==> src/hw/fifo_ctl_pkg.sv <==
// constants and types for the uart fifo control block
package fifo_ctl_pkg;

   localparam logic [15:0] UART0_FIFO_CONTROL_ADDR = 16'h00c2;
   localparam logic [15:0] UART1_FIFO_CONTROL_ADDR = 16'h00d2;
   localparam logic [7:0]  FIFO_CONTROL_RESET      = 8'h00;

   localparam int TRIGGER_LSB    = 6;
   localparam int TX_EN_BIT      = 2;
   localparam int RX_EN_BIT      = 1;
   localparam int FIFO_EN_BIT    = 0;
   localparam int IIR_FIFO_BIT   = 7;
   localparam int IIR_STATUS_W   = 4;

   localparam logic [1:0] TRIGGER_CODE_1  = 2'h0;
   localparam logic [1:0] TRIGGER_CODE_4  = 2'h1;
   localparam logic [1:0] TRIGGER_CODE_8  = 2'h2;
   localparam logic [1:0] TRIGGER_CODE_14 = 2'h3;

   localparam int LEVEL_W = 5;
   localparam logic [4:0] TRIGGER_LEVEL_1  = 5'h01;
   localparam logic [4:0] TRIGGER_LEVEL_4  = 5'h04;
   localparam logic [4:0] TRIGGER_LEVEL_8  = 5'h08;
   localparam logic [4:0] TRIGGER_LEVEL_14 = 5'h0e;

   localparam int DATA_W     = 8;
   localparam int FIFO_DEPTH = 16;

   typedef struct packed {
      logic [1:0] rx_trigger_level;
      logic       tx_path_enable;
      logic       rx_path_enable;
      logic       fifo_enable;
   } fifo_control_t;

   typedef struct packed {
      logic        wr;
      logic        rd;
      logic [15:0] addr;
      logic [7:0]  wdata;
   } io_req_t;

   // hold flags kept as flops so the hold outputs need no inverter
   typedef struct packed {
      fifo_control_t ctl;
      logic [7:0]    rdata;
      logic          rx_irq;
      logic          rx_hold;
      logic          tx_hold;
   } ctl_state_t;

   localparam ctl_state_t CTL_STATE_RESET = '{
      ctl:     '0,
      rdata:   8'h00,
      rx_irq:  1'b0,
      rx_hold: 1'b1,
      tx_hold: 1'b1
   };

endpackage

==> src/hw/byte_fifo.sv <==
// circular fifo with registered flags and an optional one-entry limit
`timescale 1ns/1ns
`default_nettype none
module byte_fifo
#(
   parameter int WIDTH = 8,
   parameter int DEPTH = 16
)
(
   input  wire logic                         clk_sys,
   input  wire logic                         rst,
   input  wire logic                         clear,
   input  wire logic                         single,
   input  wire logic                         in_valid,
   input  wire logic [WIDTH-1:0]             in_data,
   output logic                              in_ready,
   output logic                              out_valid,
   output logic [WIDTH-1:0]                  out_data,
   input  wire logic                         out_ready,
   output logic [$clog2(DEPTH+1)-1:0]        level
);
   // depth must be a power of two: pointers wrap by overflow
   localparam int AW = $clog2(DEPTH);
   localparam int CW = $clog2(DEPTH+1);

   typedef struct packed {
      logic [AW-1:0]    head;
      logic [AW-1:0]    tail;
      logic [CW-1:0]    count;
      logic             in_ready;
      logic             out_valid;
      logic [WIDTH-1:0] out_data;
   } fifo_state_t;

   fifo_state_t      s_r;
   fifo_state_t      s_nxt;
   logic [WIDTH-1:0] mem [DEPTH];
   logic             push;
   logic             pop;
   logic [CW-1:0]    limit;
   logic [CW-1:0]    left;

   assign push  = in_valid & s_r.in_ready;
   assign pop   = out_ready & s_r.out_valid;
   assign limit = single ? CW'(1) : CW'(DEPTH);
   assign left  = s_r.count - CW'(pop);

   always_comb
   begin
      s_nxt = s_r;
      if (clear)
      begin
         s_nxt = '0;
      end
      else
      begin
         if (push)
            s_nxt.tail = AW'(s_r.tail + 1'b1);
         if (pop)
            s_nxt.head = AW'(s_r.head + 1'b1);
         s_nxt.count     = left + CW'(push);
         s_nxt.in_ready  = s_nxt.count < limit;
         s_nxt.out_valid = s_nxt.count != '0;
         // show-ahead: a byte into an emptying fifo bypasses the array
         if (push && left == '0)
            s_nxt.out_data = in_data;
         else
            s_nxt.out_data = mem[s_nxt.head];
      end
   end

   always_ff @(posedge clk_sys)
   begin
      if (rst)
         s_r <= '0;
      else
         s_r <= s_nxt;
   end

   always_ff @(posedge clk_sys)
   begin
      if (push)
         mem[s_r.tail] <= in_data;
   end

   assign in_ready  = s_r.in_ready;
   assign out_valid = s_r.out_valid;
   assign out_data  = s_r.out_data;
   assign level     = s_r.count;

endmodule // byte_fifo
`default_nettype wire

==> src/hw/uart_fifo_control.sv <==
// fifo control register and fifo data paths of one uart channel
`timescale 1ns/1ns
`default_nettype none
module uart_fifo_control
#(
   parameter int INSTANCE = 0,
   parameter int DEPTH    = fifo_ctl_pkg::FIFO_DEPTH,
   parameter int WIDTH    = fifo_ctl_pkg::DATA_W
)
(
   input  wire logic                        clk_sys,
   input  wire logic                        rst,
   input  wire fifo_ctl_pkg::io_req_t       io_req,
   output logic [7:0]                       io_rdata,
   input  wire logic [3:0]                  iir_status,
   input  wire logic                        rx_interrupt_enable,
   input  wire logic                        rx_timeout,
   output logic                             rx_data_irq,
   output logic                             fifo_enabled,
   output logic                             rx_logic_reset,
   output logic                             tx_logic_reset,
   input  wire logic                        rx_in_valid,
   input  wire logic [WIDTH-1:0]            rx_in_data,
   output logic                             rx_in_ready,
   output logic                             rx_out_valid,
   output logic [WIDTH-1:0]                 rx_out_data,
   input  wire logic                        rx_out_ready,
   output logic [$clog2(DEPTH+1)-1:0]       rx_level,
   input  wire logic                        tx_in_valid,
   input  wire logic [WIDTH-1:0]            tx_in_data,
   output logic                             tx_in_ready,
   output logic                             tx_out_valid,
   output logic [WIDTH-1:0]                 tx_out_data,
   input  wire logic                        tx_out_ready
);
   localparam int LW = $clog2(DEPTH+1);
   localparam logic [15:0] MY_ADDR = (INSTANCE == 0)
      ? fifo_ctl_pkg::UART0_FIFO_CONTROL_ADDR
      : fifo_ctl_pkg::UART1_FIFO_CONTROL_ADDR;

   fifo_ctl_pkg::ctl_state_t st_r;
   fifo_ctl_pkg::ctl_state_t st_nxt;

   logic                          hit_wr;
   logic                          hit_rd;
   logic [fifo_ctl_pkg::LEVEL_W-1:0] trigger_lvl;
   logic [fifo_ctl_pkg::LEVEL_W-1:0] threshold;
   logic                          level_hit;
   logic [7:0]                    iir_val;
   logic [LW-1:0]                 rx_count;

   assign hit_wr = io_req.wr && io_req.addr == MY_ADDR;
   assign hit_rd = io_req.rd && io_req.addr == MY_ADDR;

   // same address: writes land in control, reads return status
   always_comb
   begin
      iir_val = 8'h00;
      iir_val[fifo_ctl_pkg::IIR_FIFO_BIT] = st_r.ctl.fifo_enable;
      iir_val[fifo_ctl_pkg::IIR_STATUS_W-1:0] = iir_status;
   end

   always_comb
   begin
      case (st_r.ctl.rx_trigger_level)
         fifo_ctl_pkg::TRIGGER_CODE_1:
            trigger_lvl = fifo_ctl_pkg::TRIGGER_LEVEL_1;
         fifo_ctl_pkg::TRIGGER_CODE_4:
            trigger_lvl = fifo_ctl_pkg::TRIGGER_LEVEL_4;
         fifo_ctl_pkg::TRIGGER_CODE_8:
            trigger_lvl = fifo_ctl_pkg::TRIGGER_LEVEL_8;
         fifo_ctl_pkg::TRIGGER_CODE_14:
            trigger_lvl = fifo_ctl_pkg::TRIGGER_LEVEL_14;
         default:
            trigger_lvl = fifo_ctl_pkg::TRIGGER_LEVEL_1;
      endcase
   end

   // single-byte mode: any held byte is data ready
   assign threshold = st_r.ctl.fifo_enable
                      ? trigger_lvl : fifo_ctl_pkg::TRIGGER_LEVEL_1;
   assign level_hit = rx_count >= LW'(threshold);

   always_comb
   begin
      st_nxt = st_r;
      if (hit_wr)
      begin
         st_nxt.ctl.rx_trigger_level =
            io_req.wdata[fifo_ctl_pkg::TRIGGER_LSB +: 2];
         st_nxt.ctl.tx_path_enable =
            io_req.wdata[fifo_ctl_pkg::TX_EN_BIT];
         st_nxt.ctl.rx_path_enable =
            io_req.wdata[fifo_ctl_pkg::RX_EN_BIT];
         st_nxt.ctl.fifo_enable =
            io_req.wdata[fifo_ctl_pkg::FIFO_EN_BIT];
      end
      if (hit_rd)
         st_nxt.rdata = iir_val;
      // timeout shares the same enable as the level interrupt
      st_nxt.rx_irq = rx_interrupt_enable
                      & (level_hit | rx_timeout);
      st_nxt.rx_hold = ~st_nxt.ctl.rx_path_enable;
      st_nxt.tx_hold = ~st_nxt.ctl.tx_path_enable;
   end

   always_ff @(posedge clk_sys)
   begin
      if (rst)
         st_r <= fifo_ctl_pkg::CTL_STATE_RESET;
      else
         st_r <= st_nxt;
   end

   // path enables are persistent; only reset or a register write drops them
   byte_fifo
   #(
      .WIDTH (WIDTH),
      .DEPTH (DEPTH)
   )
   rx_fifo
   (
      .clk_sys   (clk_sys),
      .rst       (rst),
      .clear     (~st_r.ctl.rx_path_enable),
      .single    (~st_r.ctl.fifo_enable),
      .in_valid  (rx_in_valid),
      .in_data   (rx_in_data),
      .in_ready  (rx_in_ready),
      .out_valid (rx_out_valid),
      .out_data  (rx_out_data),
      .out_ready (rx_out_ready),
      .level     (rx_count)
   );

   byte_fifo
   #(
      .WIDTH (WIDTH),
      .DEPTH (DEPTH)
   )
   tx_fifo
   (
      .clk_sys   (clk_sys),
      .rst       (rst),
      .clear     (~st_r.ctl.tx_path_enable),
      .single    (~st_r.ctl.fifo_enable),
      .in_valid  (tx_in_valid),
      .in_data   (tx_in_data),
      .in_ready  (tx_in_ready),
      .out_valid (tx_out_valid),
      .out_data  (tx_out_data),
      .out_ready (tx_out_ready),
      .level     ()
   );

   assign io_rdata       = st_r.rdata;
   assign rx_data_irq    = st_r.rx_irq;
   assign fifo_enabled   = st_r.ctl.fifo_enable;
   assign rx_logic_reset = st_r.rx_hold;
   assign tx_logic_reset = st_r.tx_hold;
   assign rx_level       = rx_count;
endmodule // uart_fifo_control
`default_nettype wire

==> config.mk <==
export PLATFORM = sky130hd
export DESIGN_NAME = uart_fifo_control
export DESIGN_NICKNAME = d
export VERILOG_FILES = /design/src/hw/fifo_ctl_pkg.sv /design/src/hw/byte_fifo.sv /design/src/hw/uart_fifo_control.sv
export SDC_FILE = /design/constraint.sdc
export NUM_CORES = 1
export LEC_CHECK = 0
export ABC_AREA = 1
export BUFFER_PORTS_ARGS = -buffer_cell sky130_fd_sc_hd__buf_2
export CAP_MARGIN = 20
export CORE_MARGIN = 1
export CORE_UTILIZATION = 60
export CTS_CLUSTER_DIAMETER = 120
export DETAILED_ROUTE_END_ITERATION = 12
export GPL_TIMING_DRIVEN = 0
export PLACE_DENSITY = 0.79
export SETUP_SLACK_MARGIN = 0.3
export SYNTH_ARGS = -nofsm -noshare
export SYNTH_HDL_FRONTEND = slang
export SYNTH_SLANG_ARGS = --single-unit
export TNS_END_PERCENT = 5
==> constraint.sdc <==
create_clock -name clk_sys -period 2.94 [get_ports clk_sys]
set_input_delay 0.441 -clock clk_sys [delete_from_list [all_inputs] [get_ports clk_sys]]
set_output_delay 0.441 -clock clk_sys [all_outputs]
set_load 0.02 [all_outputs]
==> run_summary.xml, run 1 <==
<?xml version="1.0" encoding="UTF-8"?>
<metrics>
  <group name="outcome">
    <metric name="run_status" unit="">complete, no violations</metric>
  </group>
  <group name="floorplan">
    <metric name="starting_density" unit="%">61.2</metric>
    <metric name="placementRows" unit="">56</metric>
    <metric name="chipWidth" unit="µm">157</metric>
    <metric name="floorplan.io_pins" unit="">91</metric>
    <metric name="fp.dieArea" unit="µm²">24600</metric>
    <metric name="core_ar" unit="µm²">23500</metric>
    <metric name="dieHeight" unit="µm">157</metric>
  </group>
  <group name="worst_setup_path">
    <metric name="worst_ep_arrival_time" unit="ps">2910</metric>
    <metric name="critical_path_class" unit="">flop to flop</metric>
    <metric name="worst_setup_path_end_kind" unit="">flop</metric>
    <metric name="path_max_fanout" unit="">5</metric>
    <metric name="critPathLaunchType" unit="">flop</metric>
    <metric name="cp_data_required_time" unit="ps">3380</metric>
  </group>
  <group name="routing">
    <metric name="dr.first_iter.drc_count" unit="">952</metric>
    <metric name="wire_length_per_cell" unit="µm">18.4</metric>
    <metric name="final_antenna_net_count" unit="">0</metric>
    <metric name="drcViolationCount" unit="">0</metric>
    <metric name="wirelength" unit="µm">34600</metric>
    <metric name="post_drt_via_cell_ratio" unit="">5.52</metric>
    <metric name="detailroute.via_count" unit="">10397</metric>
    <metric name="drt-pass1-iter-count" unit="">8</metric>
  </group>
  <group name="clock_tree">
    <metric name="clock-root-buffer" unit="">sky130_fd_sc_hd__clkbuf_16</metric>
    <metric name="number_of_cts_inserted_buffers" unit="">34</metric>
    <metric name="clkTransAtPathRegs" unit="ps">60</metric>
    <metric name="cts_buffer_depth" unit="">3</metric>
    <metric name="clk-insertion-delay-late" unit="ps">510</metric>
    <metric name="cts.sinks" unit="">315</metric>
    <metric name="cts_hold_repair.buffers" unit="">0</metric>
    <metric name="cts_tree" unit="">built</metric>
    <metric name="htree_levels" unit="">2</metric>
  </group>
  <group name="sta">
    <metric name="fin_skew" unit="ps">11.9</metric>
    <metric name="hold_viol" unit="">0</metric>
    <metric name="worst_setup_slack_final" unit="ps">471</metric>
    <metric name="max_slew_vio_count" unit="">0</metric>
    <metric name="slew_headroom" unit="%">37.9</metric>
    <metric name="timing.fmax" unit="MHz">405</metric>
    <metric name="totalNegativeSetupSlack" unit="ps">0</metric>
    <metric name="finalSetupViolations" unit="">0</metric>
    <metric name="grt_setup_unrepaired" unit="">true</metric>
    <metric name="min_period_over_period" unit="%">84.0</metric>
    <metric name="tightest_slew" unit="ps">928</metric>
    <metric name="fin_crit" unit="ps">2470</metric>
  </group>
  <group name="power_and_ir_drop">
    <metric name="pleak" unit="nW">7.03</metric>
    <metric name="powerDensity" unit="nW/µm²">561</metric>
    <metric name="post-layout-total-power" unit="mW">9.17</metric>
    <metric name="irDropWorstVdd" unit="mV">0.650</metric>
  </group>
  <group name="logic_synthesis">
    <metric name="synth.top_cells.by_area" unit="">sky130_fd_sc_hd__edfxtp_1 (53%), sky130_fd_sc_hd__nand3_1 (9.6%), sky130_fd_sc_hd__dfxtp_1 (8.2%)</metric>
    <metric name="cells_after_synthesis" unit="">1415</metric>
    <metric name="netlist-cell-type-count" unit="">29</metric>
    <metric name="synth_seq_cells" unit="">315</metric>
    <metric name="synthArstFlopShare" unit="%">0</metric>
    <metric name="synth.top_cell.area_share" unit="%">53.5</metric>
    <metric name="post_synth.cell_area_avg" unit="µm²">10.2</metric>
    <metric name="ys.flop_type" unit="">sky130_fd_sc_hd__edfxtp_1</metric>
    <metric name="mappedNetlistArea" unit="µm²">14400</metric>
    <metric name="post_synthesis_sequential_area_ratio" unit="%">61.7</metric>
    <metric name="edff_count_synth" unit="">256</metric>
    <metric name="synth_largest_area_cell" unit="">sky130_fd_sc_hd__edfxtp_1</metric>
    <metric name="yosys_warnings" unit="">0</metric>
  </group>
  <group name="finish">
    <metric name="nNetsFinal" unit="">1615</metric>
    <metric name="most_frequent_standard_cell_in_the_layout_excluding_fill_and_tap_cells" unit="">sky130_fd_sc_hd__nand3_1</metric>
    <metric name="final_layout_size_suffix_gt1_share" unit="%">15.2</metric>
    <metric name="most-common-layout-cells" unit="">sky130_fd_sc_hd__nand3_1 (275), sky130_fd_sc_hd__edfxtp_1 (256), sky130_fd_sc_hd__inv_1 (223)</metric>
    <metric name="synthToLayoutAreaGrowth" unit="%">13.7</metric>
    <metric name="final_util" unit="%">69.7</metric>
    <metric name="post-route-cell-area" unit="µm²">16300</metric>
  </group>
  <group name="place">
    <metric name="port_buffers" unit="">84</metric>
    <metric name="dp_hpwl" unit="µm">23700</metric>
    <metric name="finalWeightedCongestion" unit="">0.958</metric>
    <metric name="placed_cell_area" unit="µm²">15200</metric>
    <metric name="pre_cts_setup_slack" unit="ps">219</metric>
  </group>
  <group name="flow_run">
    <metric name="max_cap_violations" unit="">0</metric>
  </group>
  <group name="global_routing">
    <metric name="groute.usage.overall" unit="%">28.8</metric>
    <metric name="grt_antenna_before_repair" unit="">0</metric>
    <metric name="grt_start_max_net_pins" unit="">18</metric>
    <metric name="first_global_vias" unit="">9824</metric>
    <metric name="grt_pass1_wl" unit="µm">52700</metric>
    <metric name="grt.overflow.total" unit="">0</metric>
  </group>
  <group name="worst_hold_path">
    <metric name="min_path_type" unit="">input port to flop</metric>
  </group>
</metrics>
## repair_timing
item                                    in CTS  in global routing
gates resized for setup                      0                  2
endpoints found under the setup margin       0                  4
setup buffers                                0                  0
## path summary, 6_finish.rpt
| check | from | to | slack, ps | cells after the start |
|---|---|---|---|---|
| worst min register to register | st_r[14]$_SDFFE_PP0P_ | st_r[14]$_SDFFE_PP0P_ | 500 | 2 |
| worst max register to register | tx_fifo.out_valid$_SDFF_PP0_ | tx_fifo.in_ready$_SDFF_PP0_ | 470 | 12 |
| worst max-delay path | tx_fifo.out_valid$_SDFF_PP0_ | tx_fifo.in_ready$_SDFF_PP0_ | 470 | 12 |
| worst min-delay path | rx_interrupt_enable | rx_data_irq$_SDFF_PP0_ | 150 | 3 |
## routing by layer
metal | part of all wire, % | up-vias | global-route usage (%)
met3 | 6.4 | 119 | 3.82
li1 | - | 4938 | -
met2 | 49 | 461 | 50.1
met1 | 39 | 4879 | 34.9
met5 | 0 | - | 0
met4 | 5.1 | 0 | 15.0
## Yosys cell counts (4+ instances only)
cell                         n
sky130_fd_sc_hd__nand3_1   275
sky130_fd_sc_hd__edfxtp_1  256
sky130_fd_sc_hd__inv_1     223
sky130_fd_sc_hd__nand2_1   200
sky130_fd_sc_hd__nand3b_1  113
sky130_fd_sc_hd__nor2_1     92
sky130_fd_sc_hd__dfxtp_1    59
sky130_fd_sc_hd__buf_2      51
sky130_fd_sc_hd__buf_4      32
sky130_fd_sc_hd__ha_1       24
sky130_fd_sc_hd__o21ai_0    22
sky130_fd_sc_hd__a21oi_1    12
sky130_fd_sc_hd__xor2_1      9
sky130_fd_sc_hd__clkbuf_1    8
sky130_fd_sc_hd__nor3_1      7
sky130_fd_sc_hd__xnor2_1     5
sky130_fd_sc_hd__inv_2       4
sky130_fd_sc_hd__nand2_2     4
## flip-flops by register name, indices dropped and copies added (netlist names)
register,cells
rx_fifo.mem,128
tx_fifo.mem,128
rx_fifo.out_data,8
rx_fifo.s_r,8
tx_fifo.out_data,8
tx_fifo.s_r,8
io_rdata,5
rx_fifo.level,5
tx_fifo.level,5
st_r,4
fifo_enabled,1
rx_data_irq,1
rx_fifo.in_ready,1
rx_fifo.out_valid,1
rx_logic_reset,1
tx_fifo.in_ready,1
tx_fifo.out_valid,1
tx_logic_reset,1
## power breakdown
part           total, mW  internal (mW)  switching [mW]
Combinational      0.122         0.0288          0.0933
Clock               4.23           2.56            1.67
Sequential          4.81           4.81       0.0000854
## cell type report
cell class,instances,area [µm²]
Sequential cell,315,8870
Fill cell,1746,7120
Multi-Input combinational cell,781,4140
Clock buffer,53,1100
Inverter,227,852
Buffer,94,538
Timing Repair Buffer,84,420
Tap cell,319,399
Clock inverter,8,36.3
Antenna cell,1,2.50
## kinds of logic (layout without fill, tap and decap cells)
kind of cell               count (synthesis)  after routing  share of synthesized area (%)
other                                      1              4                         0.0261
adders and majority gates                 24             24                           2.09
AOI/OAI and AO/OA                         39             39                           1.46
and+or+nand+nor                          698            698                           23.9
DFF                                      315            315                           61.7
xor gates and xnor gates                  17             17                           1.19
buffers and inverters                    321            466                           9.67
## metrics by stage
| stage | hold WS (ps) | instances |
|---|---|---|
| 4_1_cts | 143 | 1881 |
| 5_1_grt | 158 | 1881 |
| 2_1_floorplan | 462 | 1417 |
| 3_5_place_dp | 494 | 1820 |
| 3_3_place_gp | 487 | 1820 |
| 6_report | 147 | 1882 |
## worst max-delay path: stages (launching register included)
cell and delay, ps:
sky130_fd_sc_hd__dfxtp_1 330, sky130_fd_sc_hd__nand2_2 120, sky130_fd_sc_hd__inv_2 80, sky130_fd_sc_hd__ha_1 220
sky130_fd_sc_hd__ha_1 330, sky130_fd_sc_hd__inv_1 90, sky130_fd_sc_hd__ha_1 210, sky130_fd_sc_hd__nand3_1 120
sky130_fd_sc_hd__xor2_1 260, sky130_fd_sc_hd__inv_1 80, sky130_fd_sc_hd__ha_1 180, sky130_fd_sc_hd__or2_2 290
sky130_fd_sc_hd__a21oi_1 100
(Power assumes the default switching activity.)
==> run 2: changes to the inputs <==
==> constraint.sdc (replaced) <==
create_clock -name clk_sys -period 2.4 [get_ports clk_sys]
set_input_delay 0.36 -clock clk_sys [delete_from_list [all_inputs] [get_ports clk_sys]]
set_output_delay 0.36 -clock clk_sys [all_outputs]
set_load 0.02 [all_outputs]
==> run 2 against run 1 <==
  * Total power grew 20%
  * Sequential cell count is the same
  * Clock-buffer cell count shrank 10
  * Setup slack lost 150 ps
  * Critical path type unchanged
  * Critical endpoint is now tx_fifo.out_data[3]$_SDFF_PP0_
==> run_summary.xml, run 2 (synthesis gave the netlist of run 1 again) <==
<?xml version="1.0" encoding="UTF-8"?>
<metrics>
  <group name="outcome">
    <metric name="run_status" unit="">complete, no violations</metric>
  </group>
  <group name="floorplan">
    <metric name="floorplan.io_pins" unit="">91</metric>
    <metric name="fp.dieArea" unit="µm²">24600</metric>
    <metric name="starting_density" unit="%">61.2</metric>
    <metric name="dieHeight" unit="µm">157</metric>
    <metric name="chipWidth" unit="µm">157</metric>
    <metric name="core_ar" unit="µm²">23500</metric>
    <metric name="placementRows" unit="">56</metric>
  </group>
  <group name="worst_setup_path">
    <metric name="cp_data_required_time" unit="ps">2850</metric>
    <metric name="worst_setup_path_end_kind" unit="">flop</metric>
    <metric name="r2r_setup_slack" unit="ps">320</metric>
    <metric name="cp_cell_sequence" unit="">ha_1 -&gt; nand2_1 -&gt; nand2_1 -&gt; nand2_2 -&gt; buf_1 -&gt; nand3_1 -&gt; nand3_1 -&gt; nand3_1 -&gt; nand2_1 -&gt; inv_1</metric>
    <metric name="crit_start" unit="">tx_fifo.s_r[19]$_SDFF_PP0_</metric>
    <metric name="worst_ep_arrival_time" unit="ps">2530</metric>
    <metric name="worst_reg2reg_path_length_in_cells" unit="">10</metric>
    <metric name="critPathLaunchType" unit="">flop</metric>
    <metric name="path_max_fanout" unit="">10</metric>
    <metric name="critical_path_class" unit="">flop to flop</metric>
    <metric name="crit_path_max_incr_delay" unit="ps">480</metric>
    <metric name="critPathCapture" unit="">tx_fifo.out_data[3]$_SDFF_PP0_</metric>
    <metric name="worst_r2r_endpoint" unit="">tx_fifo.out_data[3]$_SDFF_PP0_</metric>
    <metric name="timing.rr.start" unit="">tx_fifo.s_r[19]$_SDFF_PP0_</metric>
    <metric name="critical-path-slowest-cell" unit="">sky130_fd_sc_hd__buf_1</metric>
  </group>
  <group name="clock_tree">
    <metric name="cts.sinks" unit="">315</metric>
    <metric name="clock-root-buffer" unit="">sky130_fd_sc_hd__clkbuf_16</metric>
    <metric name="clk-insertion-delay-late" unit="ps">560</metric>
    <metric name="cts_buffer_depth" unit="">3</metric>
    <metric name="number_of_cts_inserted_buffers" unit="">31</metric>
    <metric name="clkTransAtPathRegs" unit="ps">60</metric>
    <metric name="cts_tree" unit="">built</metric>
    <metric name="htree_levels" unit="">1</metric>
    <metric name="cts_hold_repair.buffers" unit="">0</metric>
  </group>
  <group name="finish">
    <metric name="most_frequent_standard_cell_in_the_layout_excluding_fill_and_tap_cells" unit="">sky130_fd_sc_hd__nand3_1</metric>
    <metric name="synthToLayoutAreaGrowth" unit="%">15.6</metric>
    <metric name="filler_cell_count" unit="">1610</metric>
    <metric name="post-route-cell-area" unit="µm²">16600</metric>
    <metric name="reg_top3" unit="">rx_fifo.mem (128), tx_fifo.mem (128)</metric>
    <metric name="nNetsFinal" unit="">1621</metric>
    <metric name="most-common-layout-cells" unit="">sky130_fd_sc_hd__nand3_1 (270), sky130_fd_sc_hd__edfxtp_1 (256), sky130_fd_sc_hd__inv_1 (216)</metric>
    <metric name="final_layout_size_suffix_gt1_share" unit="%">18.4</metric>
    <metric name="diodes" unit="">0</metric>
  </group>
  <group name="sta">
    <metric name="grt_setup_unrepaired" unit="">true</metric>
    <metric name="tightest_slew" unit="ps">850</metric>
    <metric name="max_slew_vio_count" unit="">0</metric>
    <metric name="worst_setup_slack_final" unit="ps">321</metric>
    <metric name="min_period_over_period" unit="%">86.6</metric>
    <metric name="fin_skew" unit="ps">8.56</metric>
    <metric name="timing.fmax" unit="MHz">481</metric>
    <metric name="fin_crit" unit="ps">2080</metric>
    <metric name="finalSetupViolations" unit="">0</metric>
    <metric name="slew_headroom" unit="%">43.1</metric>
    <metric name="hold_viol" unit="">0</metric>
    <metric name="totalNegativeSetupSlack" unit="ps">0</metric>
  </group>
  <group name="place">
    <metric name="placed_cell_area" unit="µm²">15300</metric>
    <metric name="pre_cts_setup_slack" unit="ps">-39.6</metric>
    <metric name="dp_hpwl" unit="µm">23500</metric>
    <metric name="port_buffers" unit="">84</metric>
    <metric name="finalWeightedCongestion" unit="">0.950</metric>
  </group>
  <group name="power_and_ir_drop">
    <metric name="powerDensity" unit="nW/µm²">660</metric>
    <metric name="switching_share" unit="%">19.4</metric>
    <metric name="total_switching_power" unit="mW">2.12</metric>
    <metric name="clk_network_pwr_share" unit="%">44.9</metric>
    <metric name="combinationalPowerShare" unit="%">1.4</metric>
    <metric name="irDropWorstVdd" unit="mV">0.825</metric>
    <metric name="seq_power_share" unit="%">53.7</metric>
    <metric name="internal-power" unit="mW">8.84</metric>
    <metric name="pleak" unit="nW">7.10</metric>
  </group>
  <group name="global_routing">
    <metric name="grt.overflow.total" unit="">0</metric>
    <metric name="grt_antenna_before_repair" unit="">0</metric>
    <metric name="groute.usage.overall" unit="%">28.9</metric>
    <metric name="grt_pass1_wl" unit="µm">53300</metric>
    <metric name="grt_start_max_net_pins" unit="">18</metric>
    <metric name="first_global_vias" unit="">9982</metric>
  </group>
  <group name="routing">
    <metric name="wire_length_per_cell" unit="µm">18.5</metric>
    <metric name="dr.first_iter.drc_count" unit="">1009</metric>
    <metric name="post_drt_via_cell_ratio" unit="">5.48</metric>
    <metric name="final_antenna_net_count" unit="">0</metric>
    <metric name="detailroute.via_count" unit="">10343</metric>
    <metric name="drt-pass1-iter-count" unit="">6</metric>
    <metric name="drcViolationCount" unit="">0</metric>
    <metric name="wirelength" unit="µm">34900</metric>
  </group>
  <group name="worst_hold_path">
    <metric name="min_path_type" unit="">input port to flop</metric>
  </group>
  <group name="flow_run">
    <metric name="max_cap_violations" unit="">0</metric>
  </group>
</metrics>
## run 2: what timing repair did
action,in CTS,in global routing
endpoints found under the hold margin,0,0
gates resized for setup,15,39
cloned,0,0
pin swaps,2,13
setup endpoints to repair,12,27
buffers inserted,3,6
## run 2: metrics by stage
| stage | hold WS, ps | util [%] | power [mW] | cells |
|---|---|---|---|---|
| after global routing | 40.8 | 70.8 | 11.2 | 1887 |
| after floorplan | 429 | - | 6.03 | 1417 |
| final | 38.9 | 70.8 | 11.0 | 1887 |
| after global placement | 482 | 65.1 | 6.15 | 1820 |
| after CTS | 17.9 | 70.1 | 11.0 | 1881 |
| after detailed placement | 495 | 65.1 | 6.16 | 1820 |
## run 2: area by class of cell
class	instances	area, µm²	area share [%]
plain buffers	94	567	3.41
inverters	227	860	5.17
well taps	319	399	2.40
flip-flops and latches	315	8880	53.4
repair buffers	93	488	2.93
multi-input cells	781	4390	26.4
clock buffers	43	895	5.38
clock inverters	15	154	0.926
## run 2: critical path: cells and delay by family (launching register included)
family	cells	cell delay (ps)
buffers and inverters	2	520
adders and majority gates	1	220
DFF	1	330
and+or+nand+nor	7	920
## run 2: power by group through the flow
stage          registers (mW)  clock network [mW]  logic [mW]
2_1_floorplan            6.01                   0      0.0152
6_report                 5.89                4.92       0.150
4_1_cts                  5.89                4.95       0.147
3_5_place_dp             6.01                   0       0.146
3_3_place_gp             6.01                   0       0.144
5_1_grt                  5.89                5.14       0.158
## run 2: per-layer routing
metal / part of all wire, % / global-route usage [%] / up-vias
li1: - / - / 4945
met1: 38 / 35.7 / 4818
met2: 50 / 50.7 / 479
met3: 6.7 / 3.43 / 101
met4: 4.6 / 13.1 / 0
met5: 0 / 0 / -
## run 2: how the worst min path moves through the flow
stage	from	endpoint	slack, ps	depth (start not counted)
after global routing	iir_status[2]	io_rdata[2]$_SDFFE_PP0P_	40	3
final	rst	st_r[14]$_SDFFE_PP0P_	40	2
after global placement	st_r[14]$_SDFFE_PP0P_	st_r[14]$_SDFFE_PP0P_	480	2
after detailed placement	st_r[14]$_SDFFE_PP0P_	st_r[14]$_SDFFE_PP0P_	490	2
after floorplan	rst	st_r[14]$_SDFFE_PP0P_	430	1
after CTS	rx_interrupt_enable	rx_data_irq$_SDFF_PP0_	20	3
==> run 3: changes to the inputs <==
--- a/config.mk
+++ b/config.mk
@@ -5,7 +5,6 @@
 export SDC_FILE = /design/constraint.sdc
 export NUM_CORES = 1
 export LEC_CHECK = 0
-export ABC_AREA = 1
 export BUFFER_PORTS_ARGS = -buffer_cell sky130_fd_sc_hd__buf_2
 export CAP_MARGIN = 20
 export CORE_MARGIN = 1
==> run 3 against run 2 <==
  * The run now ends with negative setup slack left
  * Combinational power fell by 11%
  * Die area is 6.4% lower
  * Highest routed layer unchanged
  * Clock power shrank 7.3%
  * Critical endpoint is now tx_fifo.out_data[1]$_SDFF_PP0_
  * Critical path depth fell by 2
  * Setup slack got worse by 490 ps
  * Sequential power barely moved
==> run_summary.xml, run 3 <==
<?xml version="1.0" encoding="UTF-8"?>
<metrics>
  <group name="sta">
    <metric name="fin_crit" unit="ps">2570</metric>
    <metric name="finalSetupViolations" unit="">9</metric>
    <metric name="max_slew_vio_count" unit="">0</metric>
    <metric name="timing.fmax" unit="MHz">389</metric>
    <metric name="grt_setup_unrepaired" unit="">true</metric>
    <metric name="slew_headroom" unit="%">38.9</metric>
    <metric name="hold_viol" unit="">0</metric>
    <metric name="hold_ws" unit="ps">55.5</metric>
    <metric name="worst_setup_slack_final" unit="ps">-168</metric>
    <metric name="tightest_slew" unit="ps">913</metric>
    <metric name="min_period_over_period" unit="%">107</metric>
    <metric name="fin_skew" unit="ps">21.9</metric>
  </group>
  <group name="routing">
    <metric name="final_antenna_net_count" unit="">0</metric>
    <metric name="detailroute.via_count" unit="">8287</metric>
    <metric name="post_drt_via_cell_ratio" unit="">6.09</metric>
    <metric name="wirelength" unit="µm">29600</metric>
    <metric name="wire_length_per_cell" unit="µm">21.8</metric>
    <metric name="drcViolationCount" unit="">0</metric>
    <metric name="drt-pass1-iter-count" unit="">6</metric>
    <metric name="dr.first_iter.drc_count" unit="">844</metric>
  </group>
  <group name="place">
    <metric name="dp_hpwl" unit="µm">18600</metric>
    <metric name="pre_cts_setup_slack" unit="ps">-587</metric>
    <metric name="port_buffers" unit="">84</metric>
    <metric name="dp.cells" unit="">1267</metric>
    <metric name="placed_cell_area" unit="µm²">14300</metric>
    <metric name="finalWeightedCongestion" unit="">0.870</metric>
  </group>
  <group name="logic_synthesis">
    <metric name="netlist-cell-type-count" unit="">67</metric>
    <metric name="post_synth.cell_area_avg" unit="µm²">15.0</metric>
    <metric name="synth_commonest_cells" unit="">sky130_fd_sc_hd__edfxtp_1 (256), sky130_fd_sc_hd__mux2i_1 (93), sky130_fd_sc_hd__nor2_1 (71)</metric>
    <metric name="post_synthesis_sequential_area_ratio" unit="%">66.0</metric>
    <metric name="yosys.cell_count.top_type" unit="">sky130_fd_sc_hd__edfxtp_1</metric>
    <metric name="simple_gate_area_share_of_the_yosys_netlist" unit="%">7.16</metric>
    <metric name="yosys_warnings" unit="">0</metric>
    <metric name="post_synth_mux_area_share" unit="%">12.8</metric>
    <metric name="edff_count_synth" unit="">256</metric>
    <metric name="synthesized_area_fraction_occupied_by_adder_cells" unit="%">2.23</metric>
    <metric name="cells_after_synthesis" unit="">897</metric>
    <metric name="mappedNetlistArea" unit="µm²">13400</metric>
    <metric name="synth_seq_cells" unit="">315</metric>
    <metric name="synth.top_cells.by_area" unit="">sky130_fd_sc_hd__edfxtp_1 (57%), sky130_fd_sc_hd__dfxtp_1 (8.8%), sky130_fd_sc_hd__mux2i_1 (6.9%)</metric>
    <metric name="synth.top_cell.area_share" unit="%">57.2</metric>
    <metric name="ys.flop_type" unit="">sky130_fd_sc_hd__edfxtp_1</metric>
    <metric name="synth_compound_gate_area_share" unit="%">5.69</metric>
    <metric name="yosys.area_share.xor_xnor" unit="%">1.96</metric>
    <metric name="synth_top_family_by_area" unit="">multiplexers</metric>
    <metric name="synth_largest_area_cell" unit="">sky130_fd_sc_hd__edfxtp_1</metric>
    <metric name="synthArstFlopShare" unit="%">0</metric>
  </group>
  <group name="clock_tree">
    <metric name="number_of_cts_inserted_buffers" unit="">30</metric>
    <metric name="clk-insertion-delay-late" unit="ps">560</metric>
    <metric name="clkTransAtPathRegs" unit="ps">60</metric>
    <metric name="cts_tree" unit="">built</metric>
    <metric name="htree_levels" unit="">1</metric>
    <metric name="cts_buffer_depth" unit="">3</metric>
    <metric name="cts_hold_repair.buffers" unit="">0</metric>
    <metric name="cts.sinks" unit="">315</metric>
    <metric name="clock-root-buffer" unit="">sky130_fd_sc_hd__clkbuf_16</metric>
  </group>
  <group name="worst_setup_path">
    <metric name="critical-path-slowest-cell" unit="">sky130_fd_sc_hd__a222oi_1</metric>
    <metric name="critPathLaunchType" unit="">flop</metric>
    <metric name="path_max_fanout" unit="">5</metric>
    <metric name="cp_data_required_time" unit="ps">2850</metric>
    <metric name="crit_path_max_incr_delay" unit="ps">600</metric>
    <metric name="critical_path_class" unit="">flop to flop</metric>
    <metric name="cp_cell_sequence" unit="">ha_4 -&gt; buf_8 -&gt; buf_12 -&gt; mux2i_1 -&gt; mux4_2 -&gt; a222oi_1 -&gt; a221oi_1 -&gt; nor3_1</metric>
    <metric name="worst_ep_arrival_time" unit="ps">3010</metric>
    <metric name="worst_setup_path_end_kind" unit="">flop</metric>
  </group>
  <group name="floorplan">
    <metric name="placementRows" unit="">54</metric>
    <metric name="floorplan.io_pins" unit="">91</metric>
    <metric name="starting_density" unit="%">61.4</metric>
    <metric name="core_ar" unit="µm²">21900</metric>
    <metric name="dieHeight" unit="µm">152</metric>
    <metric name="fp.dieArea" unit="µm²">23000</metric>
    <metric name="chipWidth" unit="µm">152</metric>
  </group>
  <group name="outcome">
    <metric name="failed_checks" unit="">negative setup slack</metric>
    <metric name="run_status" unit="">finished with violations</metric>
  </group>
  <group name="finish">
    <metric name="most_frequent_standard_cell_in_the_layout_excluding_fill_and_tap_cells" unit="">sky130_fd_sc_hd__edfxtp_1</metric>
    <metric name="most-common-layout-cells" unit="">sky130_fd_sc_hd__edfxtp_1 (256), sky130_fd_sc_hd__buf_2 (91), sky130_fd_sc_hd__mux2i_1 (87)</metric>
    <metric name="reg_top3" unit="">rx_fifo.mem (128), tx_fifo.mem (128)</metric>
    <metric name="filler_cell_count" unit="">1358</metric>
    <metric name="finalNonFillerCells" unit="">1361</metric>
    <metric name="final_layout_size_suffix_gt1_share" unit="%">31.4</metric>
    <metric name="post-route-cell-area" unit="µm²">16200</metric>
    <metric name="synthToLayoutAreaGrowth" unit="%">20.3</metric>
    <metric name="nNetsFinal" unit="">1135</metric>
  </group>
  <group name="global_routing">
    <metric name="grt_pass1_wl" unit="µm">44000</metric>
    <metric name="grt_antenna_before_repair" unit="">1</metric>
    <metric name="groute.usage.overall" unit="%">25.9</metric>
    <metric name="grt.overflow.total" unit="">0</metric>
    <metric name="first_global_vias" unit="">7979</metric>
    <metric name="grt_start_max_net_pins" unit="">18</metric>
  </group>
  <group name="power_and_ir_drop">
    <metric name="post-layout-total-power" unit="mW">10.6</metric>
    <metric name="irDropWorstVdd" unit="mV">0.618</metric>
    <metric name="pleak" unit="nW">6.12</metric>
    <metric name="powerDensity" unit="nW/µm²">655</metric>
  </group>
  <group name="worst_hold_path">
    <metric name="min_path_type" unit="">input port to flop</metric>
  </group>
  <group name="flow_run">
    <metric name="max_cap_violations" unit="">0</metric>
  </group>
</metrics>
==> run 3: cell count changes in the layout (fill, tap and decap cells not counted), moves of 39 or more <==
cell,change
sky130_fd_sc_hd__nand3b_1,-111
sky130_fd_sc_hd__buf_2,-39
sky130_fd_sc_hd__nand2_1,-143
sky130_fd_sc_hd__mux2i_1,+87
sky130_fd_sc_hd__nand3_1,-256
sky130_fd_sc_hd__inv_1,-192
==> run 3: area by class of cell <==
class	instances	area, µm²	share of cell area (%)
Clock buffer	49	862	5.33
Timing Repair Buffer	126	830	5.13
Tap cell	280	350	2.17
Sequential cell	315	8890	55.0
Inverter	27	116	0.720
Antenna cell	1	2.50	0.0155
Multi-Input combinational cell	490	4500	27.8
Clock inverter	6	90.1	0.557
Buffer	67	529	3.27
==> run 3: power breakdown <==
| part | total, mW | internal, mW | switching, mW | leakage [nW] |
|---|---|---|---|---|
| registers | 5.89 | 5.89 | 0.000170 | 2.78 |
| clock network | 4.56 | 2.65 | 1.91 | 0.461 |
| logic | 0.134 | 0.0357 | 0.0982 | 2.88 |
==> run 3: final timing paths <==
path                                    from  cells past startpoint  slack (ps)                              to
setup reg to reg  tx_fifo.s_r[20]$_SDFF_PP0_                      8        -170  tx_fifo.out_data[1]$_SDFF_PP0_
hold reg to reg     io_rdata[7]$_SDFFE_PP0P_                      2         490        io_rdata[7]$_SDFFE_PP0P_
setup / recovery  tx_fifo.s_r[20]$_SDFF_PP0_                      8        -170  tx_fifo.out_data[1]$_SDFF_PP0_
hold / removal                 iir_status[0]                      3          60        io_rdata[0]$_SDFFE_PP0P_
==> run 3: kinds of logic after synthesis <==
family                     after synthesis
AOI/OAI and AO/OA                       95
muxes                                  132
xor gates and xnor gates                27
buffers and inverters                   94
adders and majority gates               24
other                                    1
and+or+nand+nor                        209
DFF                                    315
==> run 3: worst max-delay path: cells and delay by family (launching register included) <==
family | cells | cell delay [ps]
compound gates | 2 | 760
mux | 2 | 630
flops | 1 | 330
buf+inv | 2 | 270
simple gates | 1 | 250
fa+ha+maj | 1 | 240
==> run 3: routing by layer <==
layer	global-route usage, %	up-vias	part of all wire [%]
li1	-	3729	-
met5	0	-	0
met3	4.76	71	8.7
met4	8.61	0	2.9
met2	42.5	418	48
met1	35.0	4069	40
==> run 3: timing repair <==
action | 4_1_cts | 5_1_grt
setup endpoints to repair | 156 | 87
gates cloned | 2 | 0
pin swaps | 41 | 24
gates resized for setup | 86 | 29
setup buffers | 25 | 11
==> run 3: through the flow <==
stage	TNS, ps	util, %
detailed placement	-13410	65.4
global placement	-13310	65.3
CTS	-591	72.8
floorplan	0	-
finish	-710	73.8
global route	-1470	73.8
